==> config.mk <==
export PLATFORM = sky130hd
export DESIGN_NAME = mem_throttle_regs
export DESIGN_NICKNAME = d
export VERILOG_FILES = /design/src/core/mem_throttle_pkg.sv /design/src/core/mem_throttle_regs.sv /design/src/core/wb_reg_port.sv /design/src/core/throttle_window.sv
export VERILOG_INCLUDE_DIRS = /design/src /design/src/core
export SDC_FILE = /design/constraint.sdc
export NUM_CORES = 1
export LEC_CHECK = 0
export BUFFER_PORTS_ARGS = -buffer_cell sky130_fd_sc_hd__buf_2
export CAP_MARGIN = 20
export CORE_MARGIN = 5
export CORE_UTILIZATION = 35
export CTS_BUF_LIST = sky130_fd_sc_hd__clkbuf_4 sky130_fd_sc_hd__clkbuf_8
export CTS_CLUSTER_DIAMETER = 30
export DETAILED_ROUTE_END_ITERATION = 8
export PLACE_DENSITY_LB_ADDON = 0.2
export SLEW_MARGIN = 20
export SYNTH_ARGS = -nofsm -noshare
export SYNTH_HDL_FRONTEND = slang
export SYNTH_HIERARCHICAL = 1
export SYNTH_SLANG_ARGS = --single-unit
==> constraint.sdc <==
create_clock -name clk_i -period 2.4 [get_ports clk_i]
set_input_delay 0.36 -clock clk_i [delete_from_list [all_inputs] [get_ports clk_i]]
set_output_delay 0.36 -clock clk_i [all_outputs]
set_load 0.03 [all_outputs]
==> src/core/mem_throttle_regs.svh <==
// register offsets, field positions, reset values and timing counts
`ifndef MEM_THROTTLE_REGS_SVH
`define MEM_THROTTLE_REGS_SVH

// -----------------------------------------------------------------
// register indices (byte address is four times the index)
// -----------------------------------------------------------------
`define MT_MISC_IDX 10'h072
`define MT_CAPABILITY_IDENTIFICATION_IDX 10'h088

// -----------------------------------------------------------------
// misc_control_low field positions
// -----------------------------------------------------------------
`define MT_RD_THR_HI 7
`define MT_RD_THR_LO 6
`define MT_WR_THR_HI 5
`define MT_WR_THR_LO 4
`define MT_LOCK_BIT 3
`define MT_LOOKAHEAD_BIT 1
`define MT_WINSIZE_BIT 0
`define MT_MISC_RESET 8'h00

// -----------------------------------------------------------------
// capability_identification fixed fields and reset value
// -----------------------------------------------------------------
`define MT_CAP_VERSION 4'h1
`define MT_CAP_LENGTH 8'h04
`define MT_CAP_NEXT_AGP 8'hA0
`define MT_CAP_NEXT_GFX 8'h00
`define MT_CAP_CODE 8'h09
`define MT_CAP_FUSE_RESET 4'hF
`define MT_CAPABILITY_IDENTIFICATION_RESET 32'hF104A009

// -----------------------------------------------------------------
// throttle measurement window and per-setting budgets (of 8 slots)
// -----------------------------------------------------------------
`define MT_WINDOW_LAST 3'h7
`define MT_BUDGET_FULL 4'h8
`define MT_BUDGET_87 4'h7
`define MT_BUDGET_75 4'h6
`define MT_BUDGET_62 4'h5
`define MT_BUDGET_50 4'h4
`define MT_BUDGET_37 4'h3

`endif

==> src/core/mem_throttle_pkg.sv <==
// types shared by the throttle and capability register logic
`default_nettype none
package mem_throttle_pkg;

  // -----------------------------------------------------------------
  // throttle settings
  // -----------------------------------------------------------------
  typedef enum logic [1:0] {
    THR_NONE = 2'b00,
    THR_STEP1 = 2'b01,
    THR_STEP2 = 2'b10,
    THR_STEP3 = 2'b11
  } throttle_e;

  // -----------------------------------------------------------------
  // carriers
  // -----------------------------------------------------------------
  typedef struct packed {
    throttle_e rd_limit;
    throttle_e wr_limit;
    logic lock;
    logic lookahead;
    logic win_32mb;
  } misc_cfg_s;

  typedef struct packed {
    logic mhz133;
    logic disp_cache;
    logic agp;
    logic igfx;
  } cap_fuse_s;

endpackage : mem_throttle_pkg
`default_nettype wire

==> src/core/mem_throttle_regs.sv <==
// throttle, lookahead, window size and capability registers on wishbone
//
// Notes on behaviour
// - read throttle: 00 none, 01 87.5, 10 75, 11 62.5 percent; resets 00
// - write throttle: 00 none, 01 62.5, 10 50, 11 37.5 percent; resets 00
// - with lock set, writes to both throttle fields and lock are ignored
// - lock bit is cleared only by reset, never by a write
// - lookahead bit lets host bus unit look further ahead; resets 0
// - window size bit: 0 gives 64 MB table, 1 gives 32 MB, graphics only
// - capability register is read-only; writes change nothing
// - capability bit 31 reports 133 MHz bus and memory support
// - capability bit 30 reports display cache plus unified memory support
// - capability bit 29 reports agp mode support
// - capability bit 28 reports internal graphics controller support
// - capability version field bits 27:24 reads 0001b
// - capability length field bits 23:16 reads 04h
// - next pointer reads A0h in agp mode, 00h in graphics mode
// - capability code field reads the vendor-dependent capability code
// - capability register reads F104A009h in agp mode after reset with all fuses set
//
// The implementer's own choice: the Wishbone slave port.
`include "mem_throttle_regs.svh"
`default_nettype none
module mem_throttle_regs (
  // clock and reset
  input wire logic clk_i,
  input wire logic rst_i,
  // wishbone slave
  input wire logic cyc_i,
  input wire logic stb_i,
  input wire logic we_i,
  input wire logic [11:0] adr_i,
  input wire logic [31:0] dat_i,
  input wire logic [3:0] sel_i,
  output logic ack_o,
  output logic [31:0] dat_o,
  // feature fuses and mode
  input wire mem_throttle_pkg::cap_fuse_s fuse_i,
  input wire logic agp_graphics_mode_control_i,
  // memory scheduler handshake
  input wire logic rd_req_i,
  input wire logic wr_req_i,
  output logic rd_allow_o,
  output logic wr_allow_o,
  // configuration to the rest of the hub
  output mem_throttle_pkg::misc_cfg_s cfg_o,
  output logic gtt_32mb_o
);

  // -----------------------------------------------------------------
  // bus handshake
  // -----------------------------------------------------------------
  logic access;
  logic hit_misc;
  logic hit_capability_identification;
  logic wr_misc;
  logic rd_cap_q;
  logic rd_misc_q;

  wb_reg_port u_port (
    .clk_i(clk_i),
    .rst_i(rst_i),
    .cyc_i(cyc_i),
    .stb_i(stb_i),
    .access_o(access),
    .ack_o(ack_o)
  );

  assign hit_misc = (adr_i[11:2] == `MT_MISC_IDX);
  assign hit_capability_identification = (adr_i[11:2] == `MT_CAPABILITY_IDENTIFICATION_IDX);
  assign wr_misc = access & we_i & hit_misc & sel_i[0];

  // -----------------------------------------------------------------
  // fuse synchroniser
  // -----------------------------------------------------------------
  mem_throttle_pkg::cap_fuse_s fuse_meta_q;
  mem_throttle_pkg::cap_fuse_s fuse_q;

  always_ff @(posedge clk_i) begin
    if (rst_i) begin
      fuse_meta_q <= `MT_CAP_FUSE_RESET;
      fuse_q <= `MT_CAP_FUSE_RESET;
    end else begin
      fuse_meta_q <= fuse_i;
      fuse_q <= fuse_meta_q;
    end
  end

  // -----------------------------------------------------------------
  // misc_control_low low byte
  // -----------------------------------------------------------------
  mem_throttle_pkg::misc_cfg_s cfg_q;
  logic [7:0] misc_rd;

  // one process owns the struct; throttle fields and lock freeze once lock is set
  always_ff @(posedge clk_i) begin
    if (rst_i) begin
      cfg_q.rd_limit <= mem_throttle_pkg::THR_NONE;
      cfg_q.wr_limit <= mem_throttle_pkg::THR_NONE;
      cfg_q.lock <= 1'b0;
      cfg_q.lookahead <= 1'b0;
      cfg_q.win_32mb <= 1'b0;
    end else if (wr_misc) begin
      if (!cfg_q.lock) begin
        cfg_q.rd_limit <= mem_throttle_pkg::throttle_e'(
          dat_i[`MT_RD_THR_HI:`MT_RD_THR_LO]);
        cfg_q.wr_limit <= mem_throttle_pkg::throttle_e'(
          dat_i[`MT_WR_THR_HI:`MT_WR_THR_LO]);
        cfg_q.lock <= dat_i[`MT_LOCK_BIT];
      end
      cfg_q.lookahead <= dat_i[`MT_LOOKAHEAD_BIT];
      cfg_q.win_32mb <= dat_i[`MT_WINSIZE_BIT];
    end
  end

  assign cfg_o = cfg_q;

  // table size only matters in graphics mode
  always_ff @(posedge clk_i) begin
    if (rst_i) begin
      gtt_32mb_o <= 1'b0;
    end else begin
      gtt_32mb_o <= cfg_q.win_32mb & agp_graphics_mode_control_i;
    end
  end

  always_comb begin
    misc_rd = `MT_MISC_RESET;
    misc_rd[`MT_RD_THR_HI:`MT_RD_THR_LO] = cfg_q.rd_limit;
    misc_rd[`MT_WR_THR_HI:`MT_WR_THR_LO] = cfg_q.wr_limit;
    misc_rd[`MT_LOCK_BIT] = cfg_q.lock;
    misc_rd[`MT_LOOKAHEAD_BIT] = cfg_q.lookahead;
    misc_rd[`MT_WINSIZE_BIT] = cfg_q.win_32mb;
  end

  // -----------------------------------------------------------------
  // capability_identification (no storage, writes fall away)
  // -----------------------------------------------------------------
  logic [31:0] capability_identification_rd;
  logic [7:0] next_ptr;

  assign next_ptr = agp_graphics_mode_control_i ? `MT_CAP_NEXT_GFX
                                                : `MT_CAP_NEXT_AGP;

  always_comb begin
    capability_identification_rd = 32'h00000000;
    capability_identification_rd[31] = fuse_q.mhz133;
    capability_identification_rd[30] = fuse_q.disp_cache;
    capability_identification_rd[29] = fuse_q.agp;
    capability_identification_rd[28] = fuse_q.igfx;
    capability_identification_rd[27:24] = `MT_CAP_VERSION;
    capability_identification_rd[23:16] = `MT_CAP_LENGTH;
    capability_identification_rd[15:8] = next_ptr;
    capability_identification_rd[7:0] = `MT_CAP_CODE;
  end

  // -----------------------------------------------------------------
  // read data
  // -----------------------------------------------------------------
  // unmapped reads answer zero; read data only changes on reads
  always_ff @(posedge clk_i) begin
    if (rst_i) begin
      dat_o <= 32'h00000000;
    end else if (access && !we_i) begin
      if (hit_misc) begin
        dat_o <= {24'h000000, misc_rd};
      end else if (hit_capability_identification) begin
        dat_o <= capability_identification_rd;
      end else begin
        dat_o <= 32'h00000000;
      end
    end
  end

  always_ff @(posedge clk_i) begin
    if (rst_i) begin
      rd_cap_q <= 1'b0;
    end else begin
      rd_cap_q <= access & ~we_i & hit_capability_identification;
    end
  end

  always_ff @(posedge clk_i) begin
    if (rst_i) begin
      rd_misc_q <= 1'b0;
    end else begin
      rd_misc_q <= access & ~we_i & hit_misc;
    end
  end

  // -----------------------------------------------------------------
  // bandwidth throttle enforcement
  // -----------------------------------------------------------------
  logic [3:0] rd_budget;
  logic [3:0] wr_budget;

  always_comb begin
    case (cfg_q.rd_limit)
      mem_throttle_pkg::THR_STEP1: rd_budget = `MT_BUDGET_87;
      mem_throttle_pkg::THR_STEP2: rd_budget = `MT_BUDGET_75;
      mem_throttle_pkg::THR_STEP3: rd_budget = `MT_BUDGET_62;
      default: rd_budget = `MT_BUDGET_FULL;
    endcase
  end

  always_comb begin
    case (cfg_q.wr_limit)
      mem_throttle_pkg::THR_STEP1: wr_budget = `MT_BUDGET_62;
      mem_throttle_pkg::THR_STEP2: wr_budget = `MT_BUDGET_50;
      mem_throttle_pkg::THR_STEP3: wr_budget = `MT_BUDGET_37;
      default: wr_budget = `MT_BUDGET_FULL;
    endcase
  end

  throttle_window u_rd_window (
    .clk_i(clk_i),
    .rst_i(rst_i),
    .budget_i(rd_budget),
    .req_i(rd_req_i),
    .allow_o(rd_allow_o)
  );

  throttle_window u_wr_window (
    .clk_i(clk_i),
    .rst_i(rst_i),
    .budget_i(wr_budget),
    .req_i(wr_req_i),
    .allow_o(wr_allow_o)
  );
endmodule : mem_throttle_regs
`default_nettype wire

==> src/core/wb_reg_port.sv <==
// classic wishbone handshake: one access pulse and a registered ack
`default_nettype none
module wb_reg_port (
  // clock and reset
  input wire logic clk_i,
  input wire logic rst_i,
  // bus strobes
  input wire logic cyc_i,
  input wire logic stb_i,
  // handshake
  output logic access_o,
  output logic ack_o
);

  logic ack_q;

  // one access per request; ack drops in the cycle after it was given
  assign access_o = cyc_i & stb_i & ~ack_q;
  assign ack_o = ack_q;

  always_ff @(posedge clk_i) begin
    if (rst_i) begin
      ack_q <= 1'b0;
    end else begin
      ack_q <= access_o;
    end
  end
endmodule : wb_reg_port
`default_nettype wire

==> src/core/throttle_window.sv <==
// caps data transfers per fixed window of eight cycles
`include "mem_throttle_regs.svh"
`default_nettype none
module throttle_window (
  // clock and reset
  input wire logic clk_i,
  input wire logic rst_i,
  // budget of transfers per window
  input wire logic [3:0] budget_i,
  // transfer handshake with the memory scheduler
  input wire logic req_i,
  output logic allow_o
);

  logic [2:0] slot_q;
  logic [3:0] used_q;
  logic [3:0] used_d;
  logic allow_q;
  logic take;
  logic wrap;

  assign take = req_i & allow_q;
  assign wrap = (slot_q == `MT_WINDOW_LAST);
  assign used_d = wrap ? 4'h0 : used_q + {3'h0, take};
  assign allow_o = allow_q;

  always_ff @(posedge clk_i) begin
    if (rst_i) begin
      slot_q <= 3'h0;
    end else begin
      slot_q <= slot_q + 3'h1;
    end
  end

  // a new window starts with an empty count
  always_ff @(posedge clk_i) begin
    if (rst_i) begin
      used_q <= 4'h0;
      allow_q <= 1'b1;
    end else begin
      used_q <= used_d;
      allow_q <= (used_d < budget_i);
    end
  end
endmodule : throttle_window
`default_nettype wire

==> impl_metrics.yaml <==
status:
  status: "complete, no violations"
power:
  vdd_drop_max_v: 0.000268
  p_leak_nw: 1.20
  power_density_nw_per_um2: 646
timing:
  post-route-min-period_ns: 1.80
  post-route-period-util: 0.750
  timing_hold_violations_final: 0
  setup_violations: 0
  rsz0062_at_grt: "no"
  final.setup_skew_ns: 0.00586
  setup_tns_ns: 0
  worst_slew_pin_slew_ns: 0.507
  max_clock_freq_mhz: 556
  timing.slew.headroom: 0.660
  final_hold_slack_ns: 0.236
  final-max-slew-violation-count: 0
grt:
  antenna_found_initial: 0
  global_route_overflow: 0
  grt_pass1_wl_um: 6440
  grt_usage: 0.109
  grt_pass1_vias: 1382
  largest_net_degree_at_the_start_of_global_routing: 25
synth:
  synth_top_area_cell: "dfxtp_1"
  netlist_top_cells_count: "dfxtp_1 (46), nor2_1 (24), ha_1 (20)"
  post_synth_main_area_contributors: "dfxtp_1 (44%), ha_1 (12%), buf_4 (6.8%)"
  postSynthCellCount: 206
  seq_area_frac_synth: 0.440
  synthFlopType: "dfxtp_1"
  post-synth-top-count-cell: "dfxtp_1"
  ys_async_sr_fraction: 0
  avgSynthCellArea_um2: 10.1
  netlist_area_um2: 2090
  synth_top_cell_area_share: 0.440
  synth-warning-count: 6
  post_synth_num_cell_types: 33
  synth_seq_cells: 46
  synth-edff-count: 0
detailed_routing:
  detail_route.wirelength_um: 3990
  first_iter_violations: 48
  post_drt_via_cell_ratio: 4.39
  avgRoutedWirePerCell_um: 11.7
  vias: 1491
  drt_first_pass_iters: 4
  ant_nets: 0
  remaining_drc_errors: 0
place:
  placement.cell_area_um2: 2380
  gp_congestion: 0.728
  placed_cells_incl_taps: 332
  dp_hpwl_um: 3110
  io_buffer_count: 55
clock_tree:
  clock_sinks: 46
  cts_htree_levels: 2
  worstSkewPairLatency_ns: 0.30
  post_cts.resized_instances: 0
  clock_pin_slew_worst_setup_and_hold_paths_ns: 0.09
  tritoncts_buffers: 5
  cts_tree: "done"
  cts_hold_repair.buffers: 0
  postCtsSetupBuffers: 0
  clk_path_buf_depth: 2
  ctsRootBufferMaster: "clkbuf_8"
worst_setup_path:
  worst_path_max_delay_cell: "dfxtp_1"
  worst-path-max-fanout: 2
  crit_chain: "and2_1 -> ha_1 -> ha_1 -> nor2b_1 -> ha_1 -> o21ai_0 -> a31oi_1 -> o31ai_2"
  crit_type: "register to register"
  maximum_single_stage_delay_on_the_critical_path_ns: 0.32
  count_of_cells_along_the_worst_register_to_register_path: 8
  data_arrival_time_of_the_critical_path_ns: 2.02
  worst_ep_required_time_ns: 2.62
  worst_path_most_repeated_cell: "ha_1"
  timing.critical_path.to_type: "register"
  critPathLaunchType: "register"
die:
  dieArea_um2: 7620
  die_width_um: 87.3
  core_area_um2: 5850
  initial_core_utilization: 0.357
  die_height_um: 87.3
  design.portCount: 103
  placement_rows: 28
cells_and_area:
  final_cell_count_no_fill: 340
  diodes: 0
  finished_layout_cell_area_um2: 2520
  areaGrowthSynthToFinish_pct: 20.5
  proportion_of_layout_cells_with_a_drive_suffix_above_1: 0.325
  fin_util: 0.430
  final_nets: 344
worst_hold_path:
  worst_hold_path_class: "primary input to register"
  worstHoldPathCells: 2
run:
  drv.max_cap_violation_count: 0
-- per-stage QoR --
step / worst slack [ns] / total power [mW]
3_3_place_gp: 0.416 / 0.956
5_1_grt: 0.372 / 1.71
6_report: 0.601 / 1.63
4_1_cts: 0.572 / 1.65
2_1_floorplan: 0.569 / 0.932
3_5_place_dp: 0.410 / 0.958
-- where the power goes --
| group | switching [mW] | internal [mW] |
|---|---|---|
| registers | 0.00773 | 0.785 |
| logic | 0.0912 | 0.0551 |
| clock network | 0.271 | 0.417 |
-- routing by layer --
layer / vias up / part of all wire / GRT usage
li1: 768 / - / -
met1: 668 / 0.45 / 0.130
met2: 50 / 0.45 / 0.182
met3: 5 / 0.085 / 0.0341
met4: 0 / 0.014 / 0.0418
met5: - / 0 / 0
-- cells by family after synthesis --
| kind of cell | after synthesis | synth area share |
|---|---|---|
| multiplexers | 6 | 0.0287 |
| AND/OR/NAND/NOR | 69 | 0.209 |
| AO/OA/AOI/OAI | 23 | 0.0826 |
| adder cells (fa/ha/maj) | 20 | 0.120 |
| other | 1 | 0.00179 |
| buffers and inverters | 37 | 0.101 |
| XOR/XNOR | 4 | 0.0168 |
| flip-flops | 46 | 0.440 |
-- state kept, by name, indices dropped and copies added (netlist names) --
register,cells
fuse_meta_q,4
capability_identification_rd,4
cfg_o,7
u_rd_window/used_q,4
u_wr_window/allow_o,1
u_port/ack_o,1
u_wr_window/slot_q,3
u_wr_window/used_q,4
u_rd_window/allow_o,1
gtt_32mb_o,1
dat_o,13
u_rd_window/slot_q,3
-- cell type report --
class,count,area (um2)
fill,582,3330
clock inverter,3,68.8
inverter,15,56.3
tap,75,93.8
timing repair buffer,57,290
multi-input combinational,139,1020
sequential,46,921
clock buffer,5,68.8
-- worst paths after layout --
kind                                          start                          endpoint  slack, ns
worst min-delay path                      fuse_i[1]                    fuse_meta_q[1]       0.24
worst max register to register  u_wr_window/allow_o               u_wr_window/allow_o       0.60
worst max-delay path            u_wr_window/allow_o               u_wr_window/allow_o       0.60
worst min register to register       fuse_meta_q[2]  capability_identification_rd[30]       0.41
-- critical path, delay by kind of cell, from the launching register on --
kind | cells | cell delay (ns)
simple gates | 2 | 0.30
fa+ha+maj | 3 | 0.72
flops | 1 | 0.32
compound gates | 3 | 0.38
-- cells in the final DEF, fill, tap and decap left out --
cell and n:
and3b_2 1, buf_4 2, nor3b_1 1, clkinv_4 1, and2_1 2, nand2b_1 4
buf_2 55, inv_1 15, nor2b_4 2, a31oi_1 2, conb_1 17, or4b_2 1
or2_2 9, nor2b_1 8, nor3_1 4, xor2_1 2, xnor2_1 2, nor4_4 2
mux2i_1 6, and4bb_2 1, nor2_1 24, o31ai_2 2, ha_1 20, a22o_1 10
dfxtp_1 46, nand2_1 3, or4_4 1, nand4b_1 2, clkbuf_8 5, a22oi_1 1
o21ai_0 4, or3_4 1, nor3b_2 1, bufinv_16 2, nand3_1 2, a21oi_1 4
No activity file was read; power rests on OpenSTA's default activity.
